$ cat src/rtl/i2c_module_control_defines.svh
// Register offsets, field positions and reset values of the two-wire bus module.
// Included by the module file; holds definitions only.
`ifndef I2C_MODULE_CONTROL_DEFINES_SVH
`define I2C_MODULE_CONTROL_DEFINES_SVH
`define OFS_CONTROL 8'h00
`define OFS_STATUS 8'h04
`define OFS_RECEIVE 8'h08
`define OFS_TRANSMIT 8'h0C
`define OFS_OWN_ADDR 8'h10
`define OFS_BAUD 8'h14
`define CON_RESET 16'h1000
`define CON_IMPL 16'hBFFF
`define CON_ENABLE 15
`define CON_IDLE_STOP 13
`define CON_RELEASE 12
`define CON_ACK_ALL 11
`define CON_WIDE 10
`define CON_SLEW_OFF 9
`define CON_ALT_THR 8
`define CON_GC_EN 7
`define CON_STRETCH 6
`define CON_ACK_VAL 5
`define CON_ACK_SEQ 4
`define CON_RX_EN 3
`define CON_STOP 2
`define CON_RESTART 1
`define CON_START 0
`define ST_WRITABLE 16'hC7C0
`define ST_NACK 15
`define ST_TX_BUSY 14
`define ST_COLL 10
`define ST_GC 9
`define ST_TEN 8
`define ST_WCOL 7
`define ST_OVF 6
`define ST_DATA 5
`define ST_STOPSEEN 4
`define ST_STARTSEEN 3
`define ST_READ 2
`define ST_RX_FULL 1
`define ST_TX_FULL 0
`define GEN_CALL_ADDR 8'h00
`define TEN_BIT_HDR 5'h1E
`endif

$ cat src/rtl/i2c_module_control_pkg.sv
// Types shared by the two-wire bus module and its bench.
// Assumes the defines header supplies all numeric constants.
package i2c_module_control_pkg;
  typedef enum logic [2:0] {
    M_IDLE = 3'b000, M_START = 3'b001, M_RESTART = 3'b010,
    M_STOP = 3'b011, M_BITS = 3'b100, M_ACK = 3'b101
  } master_e;
  typedef enum logic [2:0] {
    S_IDLE = 3'b000, S_ADDR = 3'b001, S_ACK = 3'b010,
    S_RX = 3'b011, S_TX = 3'b100, S_TXACK = 3'b101
  } slave_e;
  typedef struct packed {
    logic portOwn;
    logic slewLimitOff;
    logic altThresholds;
  } pad_s;
endpackage
$ cat src/rtl/i2c_module_control.sv
// Two-wire bus module: slave with 7/10-bit addressing, multi-master master,
// APB register file. Assumes open-drain pads outside and a 125 MHz clk.
// Functional notes
// - Enable hands pins to the bus logic
// - Disable releases pins to port functions
// - Stop-in-idle halts operation during chip idle
// - Clock release low stretches SCL as slave
// - Stretch on: release bit writable, hardware clears
// - Stretch off: writes only set release bit
// - Ack-all mode acknowledges every address
// - Width bit selects 10-bit or 7-bit compare
// - Two bits drive slew and threshold pads
// - General call raises a pulse when enabled
// - Stretch enable gates software and receive stretching
// - Full byte moves to buffer with pulse when buffer not full
// - Control read/write; status low six read-only
// - Baud register reloads the baud counter
// - Slave compares against own address register
// - Both address widths, slave and master
// - Master detects collisions, loses arbitration
// - Standard and fast master/slave functions
// - Start request generates Start, self-clears
// - Restart request generates Repeated Start, self-clears
// - Stop request generates Stop, self-clears
// - Ack sequence sends ack value, self-clears
//
// Added by the designer: the APB interface to the registers and the register offsets.
`include "i2c_module_control_defines.svh"
module i2c_module_control #(
  parameter int ADDR_W = 8,
  parameter int BRG_W = 9
) (
  input wire logic clk,
  input wire logic reset,
  input wire logic psel,
  input wire logic penable,
  input wire logic pwrite,
  input wire logic [ADDR_W-1:0] paddr,
  input wire logic [31:0] pwdata,
  output logic [31:0] prdata,
  output logic pready,
  output logic pslverr,
  input wire logic chipIdle,
  input wire logic sclIn,
  input wire logic sdaIn,
  output logic sclOut,
  output logic sclOeN,
  output logic sdaOut,
  output logic sdaOeN,
  output i2c_module_control_pkg::pad_s pad,
  output logic rxPulse,
  output logic generalCallPulse
);
  import i2c_module_control_pkg::*;

  generate
    if (ADDR_W < 8 || BRG_W < 2 || BRG_W > 16) begin : g_bad_params
      $error("i2c_module_control: unsupported ADDR_W or BRG_W");
    end
  endgenerate

  function automatic logic hit(input logic [ADDR_W-1:0] a, input logic [7:0] ofs);
    return a == ADDR_W'(ofs);
  endfunction

  function automatic logic [1:0] lastStep(input master_e s);
    case (s)
      M_START: return 2'h1;
      M_STOP, M_ACK: return 2'h2;
      default: return 2'h3;
    endcase
  endfunction

  logic [15:0] conReg_reg, statReg_reg;
  logic [7:0] rcvReg_reg, trnReg_reg;
  logic [9:0] ownReg_reg;
  logic [BRG_W-1:0] baudReg_reg, brgCnt_reg;
  logic [31:0] prdata_reg;
  logic [1:0] sclSync_reg, sdaSync_reg;
  logic sclPrev_reg, sdaPrev_reg, rxPulse_reg, gcPulse_reg;
  master_e mState_reg;
  slave_e sState_reg;
  logic [1:0] mStep_reg;
  logic [3:0] mBit_reg, sBit_reg;
  logic [8:0] mShift_reg;
  logic [7:0] sShift_reg;
  logic mRx_reg, mScl_reg, mSda_reg, mActive_reg;
  logic sSda_reg, sRead_reg, sLow_reg;

  // Pins are asynchronous: two flops before anything looks at them
  always_ff @(posedge clk) begin
    if (reset) begin
      sclSync_reg <= 2'h3;
      sdaSync_reg <= 2'h3;
      sclPrev_reg <= 1'b1;
      sdaPrev_reg <= 1'b1;
    end else begin
      sclSync_reg <= {sclSync_reg[0], sclIn};
      sdaSync_reg <= {sdaSync_reg[0], sdaIn};
      sclPrev_reg <= sclSync_reg[1];
      sdaPrev_reg <= sdaSync_reg[1];
    end
  end

  logic sclS, sdaS, sclRise, sclFall, startDet, stopDet, run;
  assign sclS = sclSync_reg[1];
  assign sdaS = sdaSync_reg[1];
  assign sclRise = sclS & ~sclPrev_reg;
  assign sclFall = ~sclS & sclPrev_reg;
  assign startDet = sclS & sclPrev_reg & sdaPrev_reg & ~sdaS;
  assign stopDet = sclS & sclPrev_reg & ~sdaPrev_reg & sdaS;
  assign run = conReg_reg[`CON_ENABLE] & ~(conReg_reg[`CON_IDLE_STOP] & chipIdle);

  // APB: read data captured in setup, so every access completes with no wait
  logic setup, access, wrCon, wrStat, wrTrn, wrOwn, wrBaud, rdRcv, mapped;
  assign setup = psel & ~penable;
  assign access = psel & penable;
  assign mapped = hit(paddr, `OFS_CONTROL) | hit(paddr, `OFS_STATUS)
    | hit(paddr, `OFS_RECEIVE) | hit(paddr, `OFS_TRANSMIT)
    | hit(paddr, `OFS_OWN_ADDR) | hit(paddr, `OFS_BAUD);
  assign wrCon = access & pwrite & hit(paddr, `OFS_CONTROL);
  assign wrStat = access & pwrite & hit(paddr, `OFS_STATUS);
  assign wrTrn = access & pwrite & hit(paddr, `OFS_TRANSMIT);
  assign wrOwn = access & pwrite & hit(paddr, `OFS_OWN_ADDR);
  assign wrBaud = access & pwrite & hit(paddr, `OFS_BAUD);
  assign rdRcv = access & ~pwrite & hit(paddr, `OFS_RECEIVE);
  assign pready = 1'b1;
  assign pslverr = access & ~mapped;
  assign prdata = prdata_reg;

  always_ff @(posedge clk) begin
    if (reset) begin
      prdata_reg <= 32'h0000_0000;
    end else if (setup) begin
      prdata_reg <= 32'h0000_0000;
      if (hit(paddr, `OFS_CONTROL)) prdata_reg[15:0] <= conReg_reg;
      if (hit(paddr, `OFS_STATUS)) prdata_reg[15:0] <= statReg_reg;
      if (hit(paddr, `OFS_RECEIVE)) prdata_reg[7:0] <= rcvReg_reg;
      if (hit(paddr, `OFS_TRANSMIT)) prdata_reg[7:0] <= trnReg_reg;
      if (hit(paddr, `OFS_OWN_ADDR)) prdata_reg[9:0] <= ownReg_reg;
      if (hit(paddr, `OFS_BAUD)) prdata_reg[BRG_W-1:0] <= baudReg_reg;
    end
  end

  // Baud generator; frozen while another party holds SCL low after release
  logic hold, tick, mFinish, mLost, startColl, idleFree, mTxBegin;
  logic mRxDone, mTxDone, txBusy;
  assign hold = mScl_reg & ~sclS & (mState_reg != M_IDLE);
  assign tick = (brgCnt_reg == '0) & (mState_reg != M_IDLE) & ~hold;
  always_ff @(posedge clk) begin
    if (reset || mState_reg == M_IDLE || brgCnt_reg == '0) begin
      brgCnt_reg <= baudReg_reg;
    end else if (!hold) begin
      brgCnt_reg <= brgCnt_reg - BRG_W'(1);
    end
  end

  assign idleFree = run & (mState_reg == M_IDLE) & ~|conReg_reg[4:0];
  assign mTxBegin = idleFree & mActive_reg & statReg_reg[`ST_TX_FULL];
  assign startColl = run & (mState_reg == M_IDLE) & conReg_reg[`CON_START]
    & (~sclS | ~sdaS);
  assign mLost = tick & (mState_reg == M_BITS) & (mStep_reg == 2'h2) & ~mRx_reg
    & mSda_reg & ~sdaS & (mBit_reg != 4'h8);
  assign mFinish = tick & (mStep_reg == lastStep(mState_reg)) & (mState_reg != M_BITS
    | mBit_reg == (mRx_reg ? 4'h7 : 4'h8));
  assign mRxDone = mFinish & (mState_reg == M_BITS) & mRx_reg;
  assign mTxDone = mFinish & (mState_reg == M_BITS) & ~mRx_reg;
  assign txBusy = statReg_reg[`ST_TX_FULL] | (mState_reg != M_IDLE);

  // Master sequencer: every tick advances one step of the current sequence
  always_ff @(posedge clk) begin
    if (reset || !run || mLost) begin
      mState_reg <= M_IDLE;
      mStep_reg <= 2'h0;
      mBit_reg <= 4'h0;
      mRx_reg <= 1'b0;
      mScl_reg <= 1'b1;
      mSda_reg <= 1'b1;
    end else if (mState_reg == M_IDLE) begin
      mStep_reg <= 2'h0;
      mBit_reg <= 4'h0;
      if (conReg_reg[`CON_START]) begin
        if (!startColl) mState_reg <= M_START;
      end else if (conReg_reg[`CON_RESTART]) begin
        mState_reg <= M_RESTART;
      end else if (conReg_reg[`CON_STOP]) begin
        mState_reg <= M_STOP;
      end else if (conReg_reg[`CON_ACK_SEQ]) begin
        mState_reg <= M_ACK;
      end else if (conReg_reg[`CON_RX_EN]) begin
        mState_reg <= M_BITS;
        mRx_reg <= 1'b1;
      end else if (mTxBegin) begin
        mState_reg <= M_BITS;
        mRx_reg <= 1'b0;
        mShift_reg <= {trnReg_reg, 1'b1};
      end
    end else if (tick) begin
      mStep_reg <= mStep_reg + 2'h1;
      if (mFinish) mState_reg <= M_IDLE;
      case (mState_reg)
        M_START: if (mStep_reg == 2'h0) mSda_reg <= 1'b0; else mScl_reg <= 1'b0;
        M_RESTART: begin
          if (mStep_reg == 2'h0) mSda_reg <= 1'b1;
          if (mStep_reg == 2'h1) mScl_reg <= 1'b1;
          if (mStep_reg == 2'h2) mSda_reg <= 1'b0;
          if (mStep_reg == 2'h3) mScl_reg <= 1'b0;
        end
        M_STOP: begin
          if (mStep_reg == 2'h0) mSda_reg <= 1'b0;
          if (mStep_reg == 2'h1) mScl_reg <= 1'b1;
          if (mStep_reg == 2'h2) mSda_reg <= 1'b1;
        end
        M_ACK: begin
          if (mStep_reg == 2'h0) mSda_reg <= conReg_reg[`CON_ACK_VAL];
          if (mStep_reg == 2'h1) mScl_reg <= 1'b1;
          if (mStep_reg == 2'h2) mScl_reg <= 1'b0;
        end
        M_BITS: begin
          if (mStep_reg == 2'h0) mSda_reg <= mRx_reg | mShift_reg[8];
          if (mStep_reg == 2'h1) mScl_reg <= 1'b1;
          if (mStep_reg == 2'h2) mShift_reg <= {mShift_reg[7:0], sdaS};
          if (mStep_reg == 2'h3) begin
            mScl_reg <= 1'b0;
            mBit_reg <= mBit_reg + 4'h1;
          end
        end
        default: mState_reg <= M_IDLE;
      endcase
    end
  end

  always_ff @(posedge clk) begin
    if (reset || !run || startColl || mLost) begin
      mActive_reg <= 1'b0;
    end else if (mFinish && (mState_reg == M_START || mState_reg == M_RESTART)) begin
      mActive_reg <= 1'b1;
    end else if (mFinish && mState_reg == M_STOP) begin
      mActive_reg <= 1'b0;
    end
  end

  // Slave engine: samples on SCL rise, changes SDA on SCL fall
  logic slaveOn, byteDone, gcHit, hdrHit, addrHit, sAddrAck, sRxDone, sTxBegin;
  assign slaveOn = run & ~mActive_reg;
  assign byteDone = sclFall & (sBit_reg == 4'h8);
  assign gcHit = conReg_reg[`CON_GC_EN] & (sShift_reg == `GEN_CALL_ADDR) & ~sLow_reg;
  assign hdrHit = (sShift_reg[7:3] == `TEN_BIT_HDR) & (sShift_reg[2:1] == ownReg_reg[9:8]);
  assign addrHit = conReg_reg[`CON_ACK_ALL] | gcHit
    | (sLow_reg ? sShift_reg == ownReg_reg[7:0]
    : conReg_reg[`CON_WIDE] ? hdrHit & (~sShift_reg[0] | statReg_reg[`ST_TEN])
    : sShift_reg[7:1] == ownReg_reg[6:0]);
  assign sAddrAck = (sState_reg == S_ADDR) & byteDone & addrHit;
  assign sRxDone = (sState_reg == S_RX) & byteDone;
  assign sTxBegin = sclFall & ((sState_reg == S_ACK & sRead_reg) | sState_reg == S_TXACK);

  always_ff @(posedge clk) begin
    if (reset || !slaveOn || stopDet) begin
      sState_reg <= S_IDLE;
      sBit_reg <= 4'h0;
      sShift_reg <= 8'h00;
      sSda_reg <= 1'b1;
      sRead_reg <= 1'b0;
      sLow_reg <= 1'b0;
    end else if (startDet) begin
      sState_reg <= S_ADDR;
      sBit_reg <= 4'h0;
      sSda_reg <= 1'b1;
      sLow_reg <= 1'b0;
    end else if (sclRise) begin
      sBit_reg <= sBit_reg + 4'h1;
      if (sState_reg == S_ADDR || sState_reg == S_RX) sShift_reg <= {sShift_reg[6:0], sdaS};
      if (sState_reg == S_TXACK && sdaS) sState_reg <= S_IDLE;
    end else if (sclFall) begin
      if (sTxBegin) begin
        sState_reg <= S_TX;
        sShift_reg <= trnReg_reg;
        sSda_reg <= trnReg_reg[7];
        sBit_reg <= 4'h0;
      end else begin
        case (sState_reg)
          S_ADDR: if (byteDone) begin
            sState_reg <= addrHit ? S_ACK : S_IDLE;
            sSda_reg <= ~addrHit;
            sRead_reg <= sShift_reg[0] & ~sLow_reg & ~gcHit;
            sLow_reg <= conReg_reg[`CON_WIDE] & ~sLow_reg & hdrHit & ~sShift_reg[0];
          end
          S_RX: if (byteDone) begin
            sState_reg <= S_ACK;
            sSda_reg <= statReg_reg[`ST_RX_FULL]; // Refuse with NACK on overflow
          end
          S_ACK: begin
            sSda_reg <= 1'b1;
            sBit_reg <= 4'h0;
            sState_reg <= sLow_reg ? S_ADDR : S_RX;
          end
          S_TX: begin
            sSda_reg <= (sBit_reg == 4'h8) | sShift_reg[6];
            sShift_reg <= {sShift_reg[6:0], 1'b0};
            if (sBit_reg == 4'h8) sState_reg <= S_TXACK;
          end
          default: sState_reg <= S_IDLE;
        endcase
      end
    end
  end

  // Control register; hardware clears win over a same-cycle software write
  always_ff @(posedge clk) begin
    if (reset) begin
      conReg_reg <= `CON_RESET;
    end else begin
      if (wrCon) begin
        conReg_reg <= pwdata[15:0] & `CON_IMPL;
        conReg_reg[`CON_RELEASE] <= conReg_reg[`CON_STRETCH] ? pwdata[`CON_RELEASE]
          : conReg_reg[`CON_RELEASE] | pwdata[`CON_RELEASE];
      end
      if (mFinish) begin
        case (mState_reg)
          M_START: conReg_reg[`CON_START] <= 1'b0;
          M_RESTART: conReg_reg[`CON_RESTART] <= 1'b0;
          M_STOP: conReg_reg[`CON_STOP] <= 1'b0;
          M_ACK: conReg_reg[`CON_ACK_SEQ] <= 1'b0;
          default: conReg_reg[`CON_RX_EN] <= 1'b0;
        endcase
      end
      if (startColl || mLost) conReg_reg[4:0] <= 5'h00;
      if (sTxBegin || (sRxDone && conReg_reg[`CON_STRETCH])) begin
        conReg_reg[`CON_RELEASE] <= 1'b0;
      end
    end
  end

  // Status register; hardware sets are written last so they win
  always_ff @(posedge clk) begin
    if (reset) begin
      statReg_reg <= 16'h0000;
    end else begin
      if (wrStat) begin
        statReg_reg <= (statReg_reg & ~`ST_WRITABLE) | (pwdata[15:0] & `ST_WRITABLE);
      end
      if (rdRcv) statReg_reg[`ST_RX_FULL] <= 1'b0;
      if (stopDet) begin
        statReg_reg[`ST_GC] <= 1'b0;
        statReg_reg[`ST_TEN] <= 1'b0;
        statReg_reg[`ST_STOPSEEN] <= 1'b1;
        statReg_reg[`ST_STARTSEEN] <= 1'b0;
      end
      if (startDet) begin
        statReg_reg[`ST_STOPSEEN] <= 1'b0;
        statReg_reg[`ST_STARTSEEN] <= 1'b1;
      end
      if (mTxBegin || sTxBegin) statReg_reg[`ST_TX_FULL] <= 1'b0;
      if (mTxBegin) statReg_reg[`ST_TX_BUSY] <= 1'b1;
      if (mTxDone) begin
        statReg_reg[`ST_TX_BUSY] <= 1'b0;
        statReg_reg[`ST_NACK] <= mShift_reg[0];
      end
      if (wrTrn) statReg_reg[txBusy ? `ST_WCOL : `ST_TX_FULL] <= 1'b1;
      if (startColl || mLost) statReg_reg[`ST_COLL] <= 1'b1;
      if (sAddrAck) begin
        statReg_reg[`ST_DATA] <= 1'b0;
        statReg_reg[`ST_READ] <= sShift_reg[0] & ~sLow_reg;
        if (gcHit) statReg_reg[`ST_GC] <= 1'b1;
        if (sLow_reg) statReg_reg[`ST_TEN] <= 1'b1;
      end
      if (sRxDone) statReg_reg[`ST_DATA] <= 1'b1;
      if (mRxDone || sRxDone) begin
        statReg_reg[statReg_reg[`ST_RX_FULL] ? `ST_OVF : `ST_RX_FULL] <= 1'b1;
      end
    end
  end

  // Data registers and event pulses
  always_ff @(posedge clk) begin
    if (reset) begin
      rcvReg_reg <= 8'h00;
      trnReg_reg <= 8'h00;
      ownReg_reg <= 10'h000;
      baudReg_reg <= '0;
      rxPulse_reg <= 1'b0;
      gcPulse_reg <= 1'b0;
    end else begin
      rxPulse_reg <= (mRxDone || sRxDone) && !statReg_reg[`ST_RX_FULL];
      gcPulse_reg <= sAddrAck & gcHit;
      if ((mRxDone || sRxDone) && !statReg_reg[`ST_RX_FULL]) begin
        rcvReg_reg <= mRxDone ? mShift_reg[7:0] : sShift_reg;
      end
      if (wrTrn && !txBusy) trnReg_reg <= pwdata[7:0];
      if (wrOwn) ownReg_reg <= pwdata[9:0];
      if (wrBaud) baudReg_reg <= pwdata[BRG_W-1:0];
    end
  end

  logic slaveStretch;
  assign slaveStretch = slaveOn & (sState_reg != S_IDLE)
    & ~conReg_reg[`CON_RELEASE];
  // Open drain: output level fixed low, enable low pulls the line
  assign sclOut = 1'b0;
  assign sdaOut = 1'b0;
  assign sclOeN = ~(run & (~mScl_reg | slaveStretch));
  assign sdaOeN = ~(run & (~mSda_reg | ~sSda_reg));
  assign pad = '{portOwn: conReg_reg[`CON_ENABLE],
    slewLimitOff: conReg_reg[`CON_SLEW_OFF], altThresholds: conReg_reg[`CON_ALT_THR]};
  assign rxPulse = rxPulse_reg;
  assign generalCallPulse = gcPulse_reg;

  a_pins_released: assert property (@(posedge clk) disable iff (reset)
    !conReg_reg[`CON_ENABLE] |-> sclOeN && sdaOeN && !pad.portOwn)
    else $error("pins driven while module disabled");
  a_idle_halts: assert property (@(posedge clk) disable iff (reset)
    run ##1 !run |=> mState_reg == M_IDLE && sState_reg == S_IDLE)
    else $error("engines not halted in idle");
  a_stretch_holds: assert property (@(posedge clk) disable iff (reset)
    slaveOn && (sTxBegin || (sRxDone && conReg_reg[`CON_STRETCH])) |=> slaveStretch && !sclOeN)
    else $error("clock stretch not driving SCL low");
  a_zero_write_ignored: assert property (@(posedge clk) disable iff (reset)
    wrCon && !conReg_reg[`CON_STRETCH] && !pwdata[`CON_RELEASE]
    && conReg_reg[`CON_RELEASE] && !sTxBegin |=> conReg_reg[`CON_RELEASE])
    else $error("release bit cleared by write with stretching off");
  a_rx_pulse_full: assert property (@(posedge clk) disable iff (reset)
    rxPulse |-> statReg_reg[`ST_RX_FULL] && !$past(statReg_reg[`ST_RX_FULL]))
    else $error("receive pulse without fresh buffer");
  a_start_clears: assert property (@(posedge clk) disable iff (reset)
    mFinish && mState_reg == M_START && !wrCon |=> !conReg_reg[`CON_START]
    && mState_reg == M_IDLE && !sclOeN)
    else $error("start sequence did not end cleanly");
  a_baud_reload: assert property (@(posedge clk) disable iff (reset)
    tick && !wrBaud |=> brgCnt_reg == baudReg_reg)
    else $error("baud counter not reloaded at underflow");
  a_collision_flag: assert property (@(posedge clk) disable iff (reset)
    mLost |=> statReg_reg[`ST_COLL] && mState_reg == M_IDLE && conReg_reg[4:0] == 5'h00)
    else $error("lost arbitration not flagged");
  a_gc_pulse: assert property (@(posedge clk) disable iff (reset)
    generalCallPulse |-> conReg_reg[`CON_GC_EN] && statReg_reg[`ST_GC])
    else $error("general call pulse without enable");
endmodule

$ cat config.mk
export PLATFORM = sky130hd
export DESIGN_NAME = i2c_module_control
export DESIGN_NICKNAME = d
export VERILOG_FILES = /design/src/rtl/i2c_module_control_pkg.sv /design/src/rtl/i2c_module_control.sv
export VERILOG_INCLUDE_DIRS = /design/src /design/src/rtl
export SDC_FILE = /design/constraint.sdc
export NUM_CORES = 1
export LEC_CHECK = 0
export ABC_AREA = 1
export BUFFER_PORTS_ARGS = -buffer_cell sky130_fd_sc_hd__buf_2
export CELL_PAD_IN_SITES_DETAIL_PLACEMENT = 1
export CELL_PAD_IN_SITES_GLOBAL_PLACEMENT = 1
export CORE_UTILIZATION = 30
export CTS_BUF_LIST = sky130_fd_sc_hd__clkbuf_8
export DETAILED_ROUTE_END_ITERATION = 10
export PLACE_DENSITY_LB_ADDON = 0.12
export SYNTH_ARGS = -nofsm -noshare
export SYNTH_HDL_FRONTEND = slang
export SYNTH_SLANG_ARGS = --single-unit
$ cat constraint.sdc
create_clock -name clk -period 4.75 [get_ports clk]
set_input_delay 0.2375 -clock clk [delete_from_list [all_inputs] [get_ports clk]]
set_output_delay 0.2375 -clock clk [all_outputs]
set_load 0.01 [all_outputs]
; ---- Yosys cells after proc, flatten, opt, wreduce, memory -nomap -nowiden
; Index checks and enable logic that the tools add are counted.
; W data, S select, Z words.
[classes]
add_sub_neg = 4
magnitude_cmp = 4
eq_ne = 52
muxes = 117
n_bitwise = 112
n_reduce_logical = 68
[op_table]
columns = operator, count
row1 = $mux W9, 13
row2 = $mux W16, 7
row3 = $mux W8, 8
row4 = $and A1 B1 Y1, 62
row5 = $mux W3, 20
row6 = $mux W1, 43
row7 = $or A16 B16 Y16, 2
row8 = $not A1 Y1, 30
row9 = $mux W2, 11
row10 = $mux W4, 5
row11 = $reduce_and A5 Y1, 4
row12 = $reduce_and A6 Y1, 3
row13 = $or A1 B1 Y1, 17
row14 = $eq A8 B4 Y1 const B, 2
row15 = $eq A8 B5 Y1 const B, 2
row16 = $logic_not A8 Y1, 2
row17 = $ne A2 B2 Y1 const B, 8
row18 = $ne A4 B4 Y1 const B, 4
row19 = $or A14 B16 Y16, 1
row20 = $ne A3 B3 Y1 const B, 5
row21 = $ne A5 B5 Y1 const B, 3
row22 = $reduce_bool A3 Y1, 5
row23 = $logic_or A1 B1 Y1, 14
row24 = $reduce_bool A2 Y1, 7
row25 = other kinds (42), 79
[word_totals]
register_bits = 139
in_bits = 48
out_inout_bits = 43
elab_cells = 388

; ---- Longest topological paths before layout
[depth]
ltp_word = 19
ltp_mapped = 15
depth_no_buf = 15

; ---- Worst setup path after synthesis
; Ideal clock, no wire load.
[synth_timing]
path_type = register -> register
from = register mState_reg[1]
to = register mShift_reg[0], enable pin
setup_ns = 0.387
arrival_ns = 1.899
required_ns = 4.363
setup_slack_ns = 2.465
path_stages_with_launch = 9
path_buffers = 0
period_less_slack_ns = 2.285
cell_sequence = dfxtp_1 inv_2 nand3_2 nand3_2 nand2_1 nor2_2 nand3_1 nand2_1 nor3_1
[synth_between]
elab_chain_cells = 13
word_cells_on_any_way = 29
classes_between = eq/ne (7) / bitwise (15) / reduce/logical (7)
[synth_lines]
columns = item, line
row1 = from (decl), i2c_module_control.sv:81  ; master_e mState_reg;
row2 = from (signal assigned), i2c_module_control.sv:173  ; mState_reg <= M_IDLE;
row3 = from (signal assigned), i2c_module_control.sv:183  ; if (!startColl) mState_reg <= M_START;
row4 = from (signal assigned), i2c_module_control.sv:185  ; mState_reg <= M_RESTART;
row5 = $reduce_bool A3 Y1, "i2c_module_control.sv:148, i2c_module_control.sv:149"
row6 = $and A1 B1 Y1, i2c_module_control.sv:148  ; assign hold = mScl_reg & ~sclS & (mState_reg != M_IDLE);
row7 = $not A1 Y1, i2c_module_control.sv:149  ; assign tick = (brgCnt_reg == '0) & (mState_reg != M_IDLE) & ~hold;
row8 = $and A1 B1 Y1, i2c_module_control.sv:149
row9 = $and A1 B1 Y1 (3 in series), i2c_module_control.sv:162  ; assign mLost = tick & (mState_reg == M_BITS) & (mStep_reg == 2'h2) & ~mRx_reg
row10 = $and A1 B1 Y1 (3 in series), i2c_module_control.sv:163  ; & mSda_reg & ~sdaS & (mBit_reg != 4'h8);
row11 = $logic_or A1 B1 Y1, i2c_module_control.sv:172  ; if (reset || !run || mLost) begin
row12 = $not A1 Y1 (no line), n/a
row13 = $reduce_and A10 Y1 (no line) *, n/a
row14 = to (signal assigned), i2c_module_control.sv:196  ; mShift_reg <= {trnReg_reg, 1'b1};
row15 = to (signal assigned), i2c_module_control.sv:222  ; if (mStep_reg == 2'h2) mShift_reg <= {mShift_reg[7:0], sdaS};
row16 = to (decl), i2c_module_control.sv:85  ; logic [8:0] mShift_reg;
; Every way passes the cells marked *; elsewhere a longest branch is shown, timed or not.
; A chain may end at the register's enable or synchronous reset.

; ---- Worst setup path in the final report
[layout_timing]
from = register mState_reg[1]
to = register mShift_reg[6], enable pin
; Same word-level chain as after synthesis.

==> metrics.yaml <==
grt_pass1_wl_mm: 38.4
cts.clk_slew.worst_paths_ns: 0.09
largest_register_ffs: 16
ioPinCount: 91
clk_root_buffer_cell: "clkbuf_8"
crit_family: "simple AND/OR/NAND/NOR gates"
die_h_um: 158
rsz0062_at_grt: "false"
hold_path.class: "in -> reg"
synth_area_leader_cell: "dfxtp_1"
routed_wl_mm: 24.9
max_slew.worst_pin.slew_ns: 0.930
postLayoutCellArea_mm2: 0.00820
synth_most_common_cell: "nand2_1"
fin_crit_ns: 3.01
syn2layout_area_growth_pct: 13.0
ff2ff_setup_slack_ns: 1.74
cp-start-kind: "register"
die_w_um: 158
nets: 1164
cp_common_cell: "inv_2"
ir_worst_vdd_mv: 0.176
clock_sinks: 136
synth_commonest_cells: "248 x nand2_1, 142 x inv_1, 118 x dfxtp_1"
max_slew_margin_pct: 37.7
timing.final.hold_violations: 0
leakage_nw: 3.52
maxCapViolCount: 0
cp_max_fo: 27
drt_iter0_markers: 278
slowest_delay_ns: 0.82
end_kind: "register"
critical_path_class: "reg -> reg"
finalPower_mw: 2.37
required_ns: 4.83
ant_nets: 0
routabilityCongestion: 0.820
syn_avg_cell_area_um2: 6.87
yosysSeqAreaShare_pct: 40.0
postCtsSetupRepairBufs: 0
drc_errors: 0
synth.cell_area_mm2: 0.00725
fin_worst_skew_ns: 0.0149
setup_viol: 0
crit_chain: "inv_2 > nand3_2 > inv_2 > nor2_2 > nand3_1 > nand2_1 > nor3_2"
dieArea_mm2: 0.0248
via_count: 6808
via_per_inst: 4.74
worst-path-buf-inv: 2
ys_ff_latch: 136
portBuffers: 55
floorplan.initialDensity_pct: 30.7
num_antenna_cells: 0
drive_above_1_share_pct: 10.5
synth_async_sr_flop_share_pct: 0
yosysWarnings: 0
wl_per_cell_um: 17.3
postCtsResizedCells: 0
dp.final_hpwl_mm: 19.3
synthFlopType: "dfxtp_1"
core_mm2: 0.0236
gr-total-overflow: 0
slowest_stage: "nor3_2"
cts_buffer_depth: 2
max_freq_mhz: 333
synth-edff-count: 18
cts_buffers: 17
finalMaxSlewViolations: 0
fin_setup_tns_ns: 0
first_pass_iters: 4
clock_latency_ns: 0.46
placed_cell_area_mm2: 0.00774
status: "complete, no violations"
final.period_utilization_pct: 63.3
grt_pass1_vias: 6737
antenna_found_initial: 0
yosysTopAreaCellShare_pct: 32.6
ys_top_cells_by_area: "dfxtp_1 33%, nand2_1 13%, edfxtp_1 7.5%, inv_1 7.3%, o21ai_0 7.2%"
row_count: 56
cts.htree.levels: 4
synthCells: 1056
grtUsageTotal_pct: 21.0
powerDensity_mw_per_mm2: 289
crit_arrival_ns: 3.08
grt_start_max_net_pins: 44
cts_tree: "done"
yosysUniqueCellTypes: 47
==> per-stage QoR <==
step / instances / setup WS (ns) / hold WS [ns] / util [%]
after detailed placement: 1401 / 1.71 / 0.396 / 32.8
after global placement: 1401 / 1.78 / 0.393 / 32.8
final: 1435 / 1.74 / 0.0434 / 34.7
after floorplan: 1073 / 2.46 / 0.341 / -
after global routing: 1435 / 1.51 / 0.0755 / 34.7
after CTS: 1435 / 1.69 / 0.0297 / 34.7
==> worst min-delay path, stage by stage <==
cell     delay (ns)
buf_2          0.08
o21ai_0        0.07
nor2_1         0.08
==> routing by layer <==
layer | GRT usage (%) | wire length [µm]
met5 | 0 | 0
met4 | 5.27 | 316
met3 | 3.52 | 843
met2 | 34.9 | 11600
met1 | 28.0 | 12100
==> placed cells by master (no fill, tap or decap), types with 5 or more instances in the layout <==
cell	synthesis	routed
nand2_1	248	248
inv_1	142	142
dfxtp_1	118	118
nor2_1	111	111
o21ai_0	104	104
a21oi_1	92	92
buf_2	2	55
nand3_1	33	33
conb_1	2	19
edfxtp_1	18	18
clkbuf_8	0	17
o21ai_1	16	16
nor3_1	15	14
ha_1	13	13
nand4_1	12	12
xnor2_1	9	9
clkinv_1	3	8
o211ai_1	6	6
a31oi_1	6	6
inv_2	5	5
or2_2	5	5
bufinv_16	0	5
==> path summary, 6_finish.rpt <==
| check | from | end | cells after the start |
|---|---|---|---|
| setup / recovery | mState_reg[1] | mShift_reg[6] | 7 |
| hold / removal | pwdata[13] | conReg_reg[13] | 3 |
| setup reg to reg | mState_reg[1] | mShift_reg[6] | 7 |
| hold reg to reg | sdaSync_reg[0] | sdaSync_reg[1] | 1 |
==> layout make-up <==
cell class / count / area (µm²)
multi-input combinational: 737 / 3570
inverter: 150 / 563
timing repair buffer: 61 / 325
clock inverter: 15 / 206
tap: 319 / 399
clock buffer: 17 / 234
sequential: 136 / 2900
fill: 3066 / 15400
==> logic make-up (layout without fill, tap and decap cells) <==
family / after synthesis / count (layout) / synth area share, %
AOI/OAI and AO/OA: 247 / 247 / 18.3
and+or+nand+nor: 445 / 445 / 26.0
xor gates and xnor gates: 13 / 13 / 1.57
DFF: 136 / 136 / 40.0
other: 2 / 19 / 0.104
adders and majority gates: 13 / 13 / 2.24
buffers and inverters: 200 / 243 / 11.7
==> power by group <==
| part | switching, mW | total (mW) | internal [mW] |
|---|---|---|---|
| Clock | 0.496 | 1.11 | 0.617 |
| Combinational | 0.0643 | 0.0908 | 0.0265 |
| Sequential | 0.00343 | 1.17 | 1.17 |
==> what timing repair did <==
action | 4_1_cts | 5_1_grt
setup endpoints to repair | 0 | 0
hold endpoints to repair | 2 | 0
hold buffers | 2 | 0
No activity file was read; power rests on OpenSTA's default activity.
